$ cat config.mk
export PLATFORM = sky130hd
export DESIGN_NAME = power_monitor
export DESIGN_NICKNAME = d
export VERILOG_FILES = /design/src/calc_pkg.sv /design/src/calc_engine.sv /design/src/power_monitor.sv
export SDC_FILE = /design/constraint.sdc
export NUM_CORES = 2
export LEC_CHECK = 0
export ABC_AREA = 1
export BUFFER_PORTS_ARGS = -buffer_cell sky130_fd_sc_hd__buf_2
export CAP_MARGIN = 20
export CORE_ASPECT_RATIO = 1.25
export CORE_MARGIN = 4
export CORE_UTILIZATION = 45
export CTS_BUF_LIST = sky130_fd_sc_hd__clkbuf_8
export DETAILED_ROUTE_END_ITERATION = 6
export HOLD_SLACK_MARGIN = 0.06
export PLACE_DENSITY = 0.66
export SYNTH_ARGS = -nofsm -noshare
export SYNTH_HDL_FRONTEND = slang
export SYNTH_SLANG_ARGS = --single-unit
$ cat constraint.sdc
create_clock -name ref_clk -period 22.3 [get_ports ref_clk]
set_input_delay 2.23 -clock ref_clk [delete_from_list [all_inputs] [get_ports ref_clk]]
set_output_delay 2.23 -clock ref_clk [all_outputs]
set_load 0.01 [all_outputs]
$ cat src/calc_pkg.sv
package calc_pkg;
   // register pointer values
   localparam logic [7:0] PTR_CONFIG = 8'h00;
   localparam logic [7:0] PTR_SHUNT = 8'h01;
   localparam logic [7:0] PTR_BUS = 8'h02;
   localparam logic [7:0] PTR_POWER = 8'h03;
   localparam logic [7:0] PTR_CURRENT = 8'h04;
   localparam logic [7:0] PTR_CAL = 8'h05;
   // configuration word after power-up: 32 V range, gain /8, 12-bit, continuous both
   localparam logic [15:0] CONFIG_RESET = 16'h399F;
   localparam int CFG_RST_BIT = 15;
   localparam int CFG_BRNG_BIT = 13;
   localparam int CFG_GAIN_LSB = 11;
   localparam int CFG_BADC_LSB = 7;
   localparam int CFG_SADC_LSB = 3;
   localparam int CFG_MODE_LSB = 0;
   localparam logic [15:0] CAL_RESET = 16'h0000;
   // bus code sits left-shifted in its register, one count is 4 mV
   localparam int BUS_SHIFT = 3;
   localparam int BUS_LSB_MV = 4;
   localparam int SHUNT_LSB_UV = 10;
   localparam int POWER_LSB_RATIO = 20;
   localparam logic signed [16:0] CURRENT_DIV = 17'sh01000;
   localparam logic signed [16:0] POWER_DIV = 17'sh01388;
   // interface watchdog
   localparam int CLK_HZ = 100_000_000;
   localparam int TIMEOUT_MS = 28;
   localparam int TIMEOUT_CYCLES = TIMEOUT_MS * (CLK_HZ / 1000);
   // device address, value is arbitrary
   localparam logic [6:0] DEV_ADDR_DEFAULT = 7'h2A;

   // product of two values, integer-divided with the remainder dropped, kept at 16 bits
   function automatic logic [15:0] mul_div(input logic signed [16:0] a,
                                           input logic signed [16:0] b,
                                           input logic signed [16:0] d);
      logic signed [33:0] p;
      logic signed [33:0] q;
      p = a * b;
      q = p / 34'(d);
      mul_div = q[15:0];
   endfunction : mul_div
endpackage : calc_pkg

$ cat src/calc_engine.sv
`timescale 1ns/1ps
`default_nettype none
module calc_engine (
   input wire logic ref_clk,
   input wire logic rst_n,
   input wire logic start,
   input wire logic [15:0] shunt_code,
   input wire logic [12:0] bus_code,
   input wire logic [15:0] cal,
   input wire logic cal_valid,
   output logic [15:0] current_result,
   output logic [15:0] power_result
);
   import calc_pkg::*;

   logic stage2_reg;
   logic [12:0] bus_hold_reg;
   wire logic [15:0] current_next;
   wire logic [15:0] power_next;

   // pipelined after the conversion, so the arithmetic never stretches it
   assign current_next = cal_valid ? mul_div(17'(signed'(shunt_code)), signed'({1'b0, cal}),
                                             CURRENT_DIV) : 16'h0000;
   assign power_next = cal_valid ? mul_div(17'(signed'(current_result)),
                                           signed'({4'h0, bus_hold_reg}),
                                           POWER_DIV) : 16'h0000;

   // stage one: current, stage two: power from the fresh current
   always_ff @(posedge ref_clk or negedge rst_n) begin
      if (!rst_n) begin
         stage2_reg <= 1'b0;
         bus_hold_reg <= 13'h0000;
         current_result <= 16'h0000;
         power_result <= 16'h0000;
      end else begin
         stage2_reg <= start;
         if (start) begin
            current_result <= current_next;
            bus_hold_reg <= bus_code;
         end
         if (stage2_reg) begin
            power_result <= power_next;
         end
         if (!cal_valid) begin
            current_result <= 16'h0000;
            power_result <= 16'h0000;
         end
      end
   end
endmodule : calc_engine
`default_nettype wire

$ cat src/power_monitor.sv
// Functional notes
// - current equals shunt times calibration over 4096
// - power equals current times bus over 5000
// - power step is twenty current steps
// - bus code stored shifted up three bits
// - one shunt count is 10 microvolts
// - current and power meaningless until calibrated
// - uncalibrated current and power read zero
// - power-up: 12-bit, /8, 32 V, continuous
// - lines only pulled low, never driven high
// - address sampled on rising clock, last bit direction
// - addressed device acknowledges on ninth pulse
// - eight data bits then one acknowledge
// - data moves only while clock low
// - stalled transaction over 28 ms resets interface
// - words travel high byte first
// - arithmetic runs in background of conversions
`timescale 1ns/1ps
`default_nettype none
module power_monitor #(
   parameter logic [6:0] DEV_ADDR = calc_pkg::DEV_ADDR_DEFAULT,
   parameter int TIMEOUT_CYC = calc_pkg::TIMEOUT_CYCLES
) (
   input wire logic ref_clk,
   input wire logic rst_n,
   input wire logic scl_i,
   output logic scl_o,
   output logic scl_oe,
   input wire logic sda_i,
   output logic sda_o,
   output logic sda_oe,
   input wire logic conv_done,
   input wire logic [15:0] shunt_code,
   input wire logic [12:0] bus_code,
   output logic bus_range_32v,
   output logic [1:0] shunt_gain_select,
   output logic [3:0] bus_adc_setting,
   output logic [3:0] shunt_adc_setting,
   output logic [2:0] op_mode
);
   import calc_pkg::*;

   typedef enum logic [2:0] {st_idle, st_addr, st_ptr, st_wr, st_rd} link_state_t;
   localparam int TO_W = $clog2(TIMEOUT_CYC + 1);

   link_state_t state_reg;
   logic scl_m, scl_s, scl_d, sda_m, sda_s, sda_d;
   logic [3:0] bit_cnt_reg;
   logic [7:0] shift_reg;
   logic [7:0] ptr_reg;
   logic [7:0] hi_byte_reg;
   logic [7:0] tx_reg;
   logic byte_sel_reg;
   logic ack_ok_reg;
   logic [TO_W-1:0] idle_cnt_reg;
   logic [15:0] config_reg;
   logic [15:0] cal_reg;
   logic cal_valid_reg;
   logic [15:0] shunt_reg;
   logic [12:0] bus_reg;
   logic calc_start_reg;
   logic [15:0] current_result;
   logic [15:0] power_result;

   // second and third stages feed the edge logic; the second data stage is also the sampled bit
   wire logic scl_rise = scl_s & ~scl_d;
   wire logic scl_fall = ~scl_s & scl_d;
   wire logic start_cond = scl_s & scl_d & sda_d & ~sda_s;
   wire logic stop_cond = scl_s & scl_d & ~sda_d & sda_s;
   wire logic timed_out = (idle_cnt_reg == TO_W'(TIMEOUT_CYC));
   wire logic addr_hit = (shift_reg[7:1] == DEV_ADDR);
   wire logic [15:0] bus_word = {bus_reg, {BUS_SHIFT{1'b0}}};
   wire logic [15:0] wr_word = {hi_byte_reg, shift_reg};
   wire logic wr_config = (state_reg == st_wr) && byte_sel_reg && (ptr_reg == PTR_CONFIG);
   wire logic wr_cal = (state_reg == st_wr) && byte_sel_reg && (ptr_reg == PTR_CAL);
   wire logic byte_end = scl_fall && (bit_cnt_reg == 4'h8);
   wire logic frame_end = scl_fall && (bit_cnt_reg == 4'h9);
   wire logic [15:0] rd_word;

   // read selection by the stored pointer; shunt count weighs 10 uV
   assign rd_word = (ptr_reg == PTR_CONFIG) ? config_reg :
                    (ptr_reg == PTR_SHUNT) ? shunt_reg :
                    (ptr_reg == PTR_BUS) ? bus_word :
                    (ptr_reg == PTR_POWER) ? power_result :
                    (ptr_reg == PTR_CURRENT) ? current_result :
                    (ptr_reg == PTR_CAL) ? cal_reg : 16'h0000;

   // configuration fields steer the converter
   assign bus_range_32v = config_reg[CFG_BRNG_BIT];
   assign shunt_gain_select = config_reg[CFG_GAIN_LSB +: 2];
   assign bus_adc_setting = config_reg[CFG_BADC_LSB +: 4];
   assign shunt_adc_setting = config_reg[CFG_SADC_LSB +: 4];
   assign op_mode = config_reg[CFG_MODE_LSB +: 3];

   // pins come from another domain: two flops, then a delay stage for edges
   always_ff @(posedge ref_clk or negedge rst_n) begin
      if (!rst_n) begin
         {scl_m, scl_s, scl_d} <= 3'h7;
         {sda_m, sda_s, sda_d} <= 3'h7;
      end else begin
         {scl_m, scl_s, scl_d} <= {scl_i, scl_m, scl_s};
         {sda_m, sda_s, sda_d} <= {sda_i, sda_m, sda_s};
      end
   end

   // the clock line is never driven and data is only pulled low
   always_ff @(posedge ref_clk or negedge rst_n) begin
      if (!rst_n) begin
         scl_o <= 1'b0;
         scl_oe <= 1'b0;
         sda_o <= 1'b0;
      end else begin
         scl_o <= 1'b0;
         scl_oe <= 1'b0;
         sda_o <= 1'b0;
      end
   end

   // stall watchdog: any line movement restarts it, only busy states count
   always_ff @(posedge ref_clk or negedge rst_n) begin
      if (!rst_n) begin
         idle_cnt_reg <= '0;
      end else if (state_reg == st_idle || scl_s != scl_d || sda_s != sda_d || timed_out) begin
         idle_cnt_reg <= '0;
      end else begin
         idle_cnt_reg <= idle_cnt_reg + TO_W'(1);
      end
   end

   // serial framing: bits counted on rising clock, line driven after falling clock
   always_ff @(posedge ref_clk or negedge rst_n) begin
      if (!rst_n) begin
         state_reg <= st_idle;
         bit_cnt_reg <= 4'h0;
         shift_reg <= 8'h00;
         ptr_reg <= PTR_CONFIG;
         hi_byte_reg <= 8'h00;
         tx_reg <= 8'h00;
         byte_sel_reg <= 1'b0;
         ack_ok_reg <= 1'b0;
         sda_oe <= 1'b0;
      end else if (timed_out || stop_cond) begin
         state_reg <= st_idle;
         sda_oe <= 1'b0;
      end else if (start_cond) begin
         state_reg <= st_addr;
         bit_cnt_reg <= 4'h0;
         byte_sel_reg <= 1'b0;
         sda_oe <= 1'b0;
      end else if (state_reg != st_idle) begin
         if (scl_rise) begin
            if (bit_cnt_reg < 4'h8) begin
               shift_reg <= {shift_reg[6:0], sda_s};
            end else begin
               ack_ok_reg <= ~sda_s; // master acknowledge in read
            end
            bit_cnt_reg <= bit_cnt_reg + 4'h1;
         end else if (byte_end) begin
            // ninth clock: acknowledge every byte the master writes, except an address that does not match
            sda_oe <= (state_reg != st_rd);
            if (state_reg == st_addr && !addr_hit) begin
               state_reg <= st_idle;
               sda_oe <= 1'b0;
            end
         end else if (frame_end) begin
            bit_cnt_reg <= 4'h0;
            sda_oe <= 1'b0;
            case (state_reg)
               st_addr: begin
                  state_reg <= shift_reg[0] ? st_rd : st_ptr;
                  if (shift_reg[0]) begin
                     tx_reg <= rd_word[15:8];
                     byte_sel_reg <= 1'b1;
                     sda_oe <= ~rd_word[15];
                  end
               end
               st_ptr: begin
                  ptr_reg <= shift_reg;
                  state_reg <= st_wr;
               end
               st_wr: begin
                  hi_byte_reg <= shift_reg; // high byte arrives first
                  byte_sel_reg <= ~byte_sel_reg;
               end
               st_rd: begin
                  // a not-acknowledge lets go of the line until the next start
                  if (ack_ok_reg) begin
                     tx_reg <= byte_sel_reg ? rd_word[7:0] : rd_word[15:8];
                     sda_oe <= byte_sel_reg ? ~rd_word[7] : ~rd_word[15];
                     byte_sel_reg <= ~byte_sel_reg;
                  end else begin
                     state_reg <= st_idle;
                  end
               end
               default: state_reg <= st_idle;
            endcase
         end else if (scl_fall && state_reg == st_rd && bit_cnt_reg < 4'h8) begin
            sda_oe <= ~tx_reg[3'(4'h7 - bit_cnt_reg)];
         end
      end
   end

   // configuration: power-up defaults, reset bit restores them and clears itself
   always_ff @(posedge ref_clk or negedge rst_n) begin
      if (!rst_n) begin
         config_reg <= CONFIG_RESET;
      end else if (frame_end && wr_config) begin
         config_reg <= wr_word[CFG_RST_BIT] ? CONFIG_RESET : wr_word;
      end
   end

   // calibration: results stay invalid until software programs a nonzero value
   always_ff @(posedge ref_clk or negedge rst_n) begin
      if (!rst_n) begin
         cal_reg <= CAL_RESET;
         cal_valid_reg <= 1'b0;
      end else if (frame_end && wr_config && wr_word[CFG_RST_BIT]) begin
         cal_reg <= CAL_RESET;
         cal_valid_reg <= 1'b0;
      end else if (frame_end && wr_cal) begin
         cal_reg <= wr_word;
         cal_valid_reg <= (wr_word != 16'h0000);
      end
   end

   // conversion results latched, arithmetic kicked off one cycle later
   always_ff @(posedge ref_clk or negedge rst_n) begin
      if (!rst_n) begin
         shunt_reg <= 16'h0000;
         bus_reg <= 13'h0000;
         calc_start_reg <= 1'b0;
      end else begin
         calc_start_reg <= conv_done;
         if (conv_done) begin
            shunt_reg <= shunt_code;
            bus_reg <= bus_code;
         end
      end
   end

   calc_engine engine (
      .ref_clk(ref_clk),
      .rst_n(rst_n),
      .start(calc_start_reg),
      .shunt_code(shunt_reg),
      .bus_code(bus_reg),
      .cal(cal_reg),
      .cal_valid(cal_valid_reg),
      .current_result(current_result),
      .power_result(power_result)
   );
endmodule : power_monitor
`default_nettype wire

### After elaboration in Yosys (flattened, before gate mapping)

Index checks and enable logic that the tools add are counted.

| operators by class | value |
|---|---|
| add/sub/neg operators | 4 |
| multiply operators | 2 |
| divide/modulo/power cells | 1 |
| magnitude comparators | 2 |
| equality and inequality tests | 29 |
| muxes and demuxes | 57 |
| bitwise gates (word level) | 21 |
| reduce and logical (&&, ||, !) cells | 39 |

Operators by type and width:

| operator | count |
|---|---|
| 16-bit 2-to-1 mux | 12 |
| 34-bit by 14-bit divider with 34-bit output, second input constant | 1 |
| 16-bit by 17-bit multiplier with 33-bit output | 1 |
| 16-bit by 14-bit multiplier with 30-bit output | 1 |
| 3-bit 2-to-1 mux | 9 |
| 8-bit 2-to-1 mux | 3 |
| 22-bit by 1-bit adder with 22-bit output, second input constant | 1 |
| 22-bit equality test, second input constant | 1 |
| 22-bit 2-to-1 mux | 1 |
| 1-bit 2-to-1 mux | 21 |
| 4-bit 2-to-1 mux | 5 |
| 16-bit by 1-bit adder with 16-bit output | 1 |
| 8-bit by 2-bit equality test with 1-bit output, second input constant | 2 |
| 8-bit by 3-bit equality test with 1-bit output, second input constant | 2 |
| 8-bit case mux with 2 select lines | 1 |
| 16-bit nonzero test | 1 |
| 15-bit 2-to-1 mux | 1 |
| 7-bit AND reduction | 2 |
| 1-bit NOT | 13 |
| 3-bit != test, second input constant | 4 |
| 3-bit case mux with 4 select lines | 1 |
| 12-bit OR reduction | 1 |
| 1-bit logical AND | 11 |
| 5-bit AND reduction | 2 |
| 34 further kinds | 57 |

| storage, ports and cells | value |
|---|---|
| register bits | 179 |
| bits of input ports | 34 |
| output and inout port bits | 18 |
| word-level logic and storage cells | 181 |

### Longest topological paths before layout

| logic depth | value |
|---|---|
| depth after elaboration | 17 |
| gate-level depth with buffers | 170 |
| mapped depth without buffers | 159 |

### By module

From an unflattened synthesis, not the netlist that was laid out.

| unflattened totals | value |
|---|---|
| cell total of the unflattened synthesis | 5,059 |
| area, all modules | 35,475.3 um^2 |

By module, submodules not included:

| module | instances | cells each | area each (um^2) | sequential area each (um^2) |
|---|---|---|---|---|
| calc_engine | 1 | 4,219 | 28,614.9 | 1,151.1 |
| power_monitor | 1 | 840 | 6,860.3 | 3,323.2 |

### Least setup slack after synthesis

Ideal clock, no wire load.

| timing path | value |
|---|---|
| path type | register -> register |
| start | reg engine.bus_hold_reg[4] |
| end | reg engine.power_result[14] |
| setup time | 0.129 ns |
| data arrival time | 18.269 ns |
| data required time | 22.171 ns |
| path slack | 3.901 ns |
| stages on the path, launching flop included | 151 |
| cells stage by stage | dfrtp_1 > clkbuf_1 > clkbuf_1 > nand2_1 > inv_1 > fa_1 > inv_1 > fa_1 > inv_1 > fa_1 > fa_1 > fa_1 > inv_1 > fa_1 > inv_1 > ha_1 > nand2_1 > nor2_1 > (+115 left out) > nor2_2 > nor2_4 > nand2_4 > inv_2 > nand2_1 > nand3_1 > a21oi_2 > nand2_2 > inv_4 > ha_1 > inv_1 > nor4_1 > inv_1 > o31ai_1 > nand2_1 > a21oi_1 > xor2_1 > o21ai_0 |

| between the ends | value |
|---|---|
| word-level cells in the longest chain between the ends | 4 |

RTL lines:

| item | line | text |
|---|---|---|
| start, declared | calc_engine.sv:17 | `logic [12:0] bus_hold_reg;` |
| start signal, assigned | calc_engine.sv:39 | `bus_hold_reg <= bus_code;` |
| 16-bit by 14-bit multiplier with 30-bit output | calc_pkg.sv:38 | `p = a * b;` |
| 34-bit by 14-bit divider with 34-bit output | calc_pkg.sv:39 | `q = p / 34'(d);` |
| 16-bit 2-to-1 mux | calc_engine.sv:41 | `if (stage2_reg) begin` |
| 16-bit 2-to-1 mux | calc_engine.sv:44 | `if (!cal_valid) begin` |
| end signal, assigned | calc_engine.sv:42 | `power_result <= power_next;` |
| end, declared | calc_engine.sv:12 | `output logic [15:0] power_result` |

Every way passes these cells. The select of a mux whose other input is x is not followed.
A chain may end at the register's enable or synchronous reset.

### Final worst setup path

| timing path | value |
|---|---|
| start | reg engine.bus_hold_reg[10] |
| end | reg engine.power_result[14] |

Same word-level chain as after synthesis.

==> flow_summary.toml <==
[status]
violations = "DRC"
status = "complete, but fails checks"

[hold_path]
hp-class = "reg2reg"
min_to = "sda_s$_DFF_PN1_"
hold_depth = 0
hold_start = "sda_m$_DFF_PN1_"

[route]
via_per_inst = 5.12
detail-route-antenna-nets = 0
vias = 30500
finalWirelength_um = 96000
drc = 7
drtIter0Drc = 1916
routedWlPerCell_um = 16.2
first_pass_iters = 7

[synth]
async_flop_share = 1.00
synthFlopType = "dfrtp_1"
synth_warnings = 0
synth_seq_cells = 178
synth_edf_count = 0
netlist_area_um2 = 34000
syn_inst = 4974
avgSynthCellArea_um2 = 6.83
ys_seq_area_frac = 0.132
yosysUniqueCellTypes = 68

[die]
die_w_um = 254
start_util = 0.455
die_area_um2 = 79900
top_level_ports = 52
die_y_um = 315
rows = 112
core_region_area_um2 = 74700

[worst_setup_path]
slowest_stage = "fa_1"
crit_arrival_ns = 20.94
start_kind = "flop"
cp_max_fo = 16
critical_path_class = "reg2reg"
reg2reg_to = "engine.power_result[14]$_DFFE_PN0P_"
r2r-start = "engine.bus_hold_reg[10]$_DFFE_PN0P_"
crit_path_max_incr_delay_ns = 0.57
required_ns = 22.69
endpoint_kind = "flop"
crit_path_frequent_cell = "nand2_1"
reg2regPathDepth = 134
r2r_slack_ns = 1.75

[cts]
htreeDepth = 4
cts_tree = "yes"
cts_buffer_depth = 2
numCtsBuffers = 17
cts_root_buf = "clkbuf_8"
cts_hold_buf = 0
clock_latency_ns = 0.52
cts.sink_count = 178
path_clk_slew_ns = 0.10

[finish]
nets = 5599
syn_to_final_growth_pct = 6.67
largest_reg_flops = 22
drive_gt1_frac = 0.113
instances_no_fill = 5945

[sta]
worst_slack_ns = 1.75
maxSlewViolCount = 0
maxSlewHeadroom = 0.310
clock_skew_ns = 0.0276
fmax_mhz = 48.7
post-route-period-util = 0.922
setup_viol = 0
fin_crit_ns = 20.55
finalHoldViolCount = 0
worst_slew_pin_slew_ns = 1.03

[global_routing]
grt_max_degree = 109
grt_pass1_vias = 30000
grt_pass1_wl_um = 155000
grt_antenna_before_repair = 2
grtUsageTotal = 0.241
overflow = 0

[run]
cap_violations = 0

[power]
power.density_nw_per_um2 = 21.2
leakagePower_nw = 20.9
ir_drop_mv = 0.0427
power_mw = 0.769

[placed_design]
placed_cells = 5847
port_buffers = 48
dpl.hpwl_um = 78200
pre_cts_ws_ns = 0.122
gp_congestion = 0.949
[cell type report]
class,count,area [um^2]
timing repair buffer,136,920
sequential,178,4530
fill,7693,38500
inverter,1179,4440
clock inverter,12,165
clock buffer,20,275
multi-input combinational,3450,24700
tap,969,1210
antenna,1,2.50
[where the power goes]
part | switching, mW | total, mW | leakage, nW | internal [mW]
logic | 0.0878 | 0.132 | 18.4 | 0.0438
clock network | 0.134 | 0.256 | 0.225 | 0.122
registers | 0.0430 | 0.382 | 2.30 | 0.339
[Yosys cell counts, types with 4 or more instances]
| library cell | n | share of area |
|---|---|---|
| nand2_1 | 1412 | 0.16 |
| inv_1 | 1129 | 0.12 |
| fa_1 | 396 | 0.23 |
| nand3_1 | 285 | 0.042 |
| nor2_1 | 271 | 0.030 |
| ha_1 | 207 | 0.076 |
| o21ai_0 | 181 | 0.027 |
| dfrtp_1 | 162 | 0.12 |
| clkbuf_1 | 132 | 0.015 |
| a21oi_1 | 119 | 0.018 |
| nand2_2 | 105 | 0.019 |
| xor2_1 | 74 | 0.019 |
| nand4_1 | 62 | 0.011 |
| nor3_1 | 41 | 0.0060 |
| nor2_2 | 39 | 0.0072 |
| xnor2_1 | 29 | 0.0075 |
| inv_2 | 28 | 0.0031 |
| nand3_2 | 24 | 0.0071 |
| buf_4 | 20 | 0.0044 |
| nand2_4 | 20 | 0.0066 |
| o21ai_1 | 19 | 0.0028 |
| clkinv_1 | 17 | 0.0019 |
| dfstp_2 | 16 | 0.012 |
| o22ai_1 | 16 | 0.0029 |
| nor4_1 | 15 | 0.0028 |
| nand3b_1 | 14 | 0.0031 |
| buf_6 | 13 | 0.0043 |
| a21oi_4 | 11 | 0.0053 |
| nor2_4 | 11 | 0.0036 |
| o221ai_1 | 10 | 0.0026 |
| o2111ai_1 | 9 | 0.0023 |
| o211ai_1 | 8 | 0.0018 |
| a31oi_1 | 5 | 0.00092 |
| a41oi_1 | 5 | 0.0013 |
| nand3_4 | 5 | 0.0026 |
| o31ai_1 | 5 | 0.0011 |
| a21o_1 | 4 | 0.00088 |
| a21oi_2 | 4 | 0.0010 |
| a221oi_1 | 4 | 0.0010 |
| mux2_2 | 4 | 0.0013 |
| nor3b_1 | 4 | 0.00088 |
[metrics by stage]
step                utilization  hold slack [ns]  cell area (um^2)  TNS, ns
floorplan                     -            0.345             34000        0
global placement          0.465            0.345             34800        0
detailed placement        0.465            0.347             34800        0
CTS                       0.471            0.361             35200        0
global route              0.485            0.364             36200  -0.0793
finish                    0.485            0.360             36200        0
[logic make-up after synthesis]
group | Yosys count | share of synthesized area
AOI/OAI and AO/OA | 416 | 0.0722
xor gates and xnor gates | 105 | 0.0275
adders and majority gates | 603 | 0.310
buffers and inverters | 1349 | 0.156
DFF | 178 | 0.132
muxes | 4 | 0.00133
other | 1 | 0.000110
and+or+nand+nor | 2318 | 0.302
[worst max-delay path: cells and delay by family, from the launching register on]
kind,cells,cell delay (ns)
buffers and inverters,22,2.51
flip-flops,1,0.53
adder cells (fa/ha/maj),8,3.70
XOR/XNOR,1,0.15
AND/OR/NAND/NOR,92,10.96
AO/OA/AOI/OAI,11,2.48
[per-layer routing]
layer / share of wire / global-route usage
met5: 0.000073 / 0
met4: 0.040 / 0.0792
met3: 0.046 / 0.0229
met2: 0.50 / 0.427
met1: 0.41 / 0.310
[repair_timing]
item,4_1_cts,5_1_grt
setup endpoints to repair,0,16
setup buffers,0,63
gates resized for setup,0,156
[cells in the final DEF (no fill, tap or decap), drive strengths merged, types with 4 or more instances in the layout]
cell and instances:
a21o 4, nor3 42, fa 396, nor3b 4, o2111ai 9, a221oi 4, dfstp 16, a31oi 5
o22ai 16, nand3 314, xnor2 29, xor2 76, nand4 63, nand2 1537, nor2 322, ha 207
clkinv 24, dfrtp 162, o221ai 10, buf 133, o31ai 5, o211ai 8, a21oi 135, mux2 4
or2 4, nor4 15, a41oi 5, inv 1164, nand3b 14, o21ai 201, clkbuf 23
[how the worst max path moves through the flow]
stage                                                   start                                  end  depth (start not counted)  slack (ns)
after CTS                  engine.bus_hold_reg[2]$_DFFE_PN0P_  engine.power_result[14]$_DFFE_PN0P_                        133        0.03
final                     engine.bus_hold_reg[10]$_DFFE_PN0P_  engine.power_result[14]$_DFFE_PN0P_                        134        1.75
after detailed placement   engine.bus_hold_reg[2]$_DFFE_PN0P_  engine.power_result[14]$_DFFE_PN0P_                        129        0.12
after global routing       engine.bus_hold_reg[9]$_DFFE_PN0P_  engine.power_result[14]$_DFFE_PN0P_                        144       -0.08
after global placement     engine.bus_hold_reg[2]$_DFFE_PN0P_  engine.power_result[14]$_DFFE_PN0P_                        127        0.66
after floorplan            engine.bus_hold_reg[4]$_DFFE_PN0P_  engine.power_result[14]$_DFFE_PN0P_                        150        3.90
Note: power is estimated with default switching activity, not from simulation.
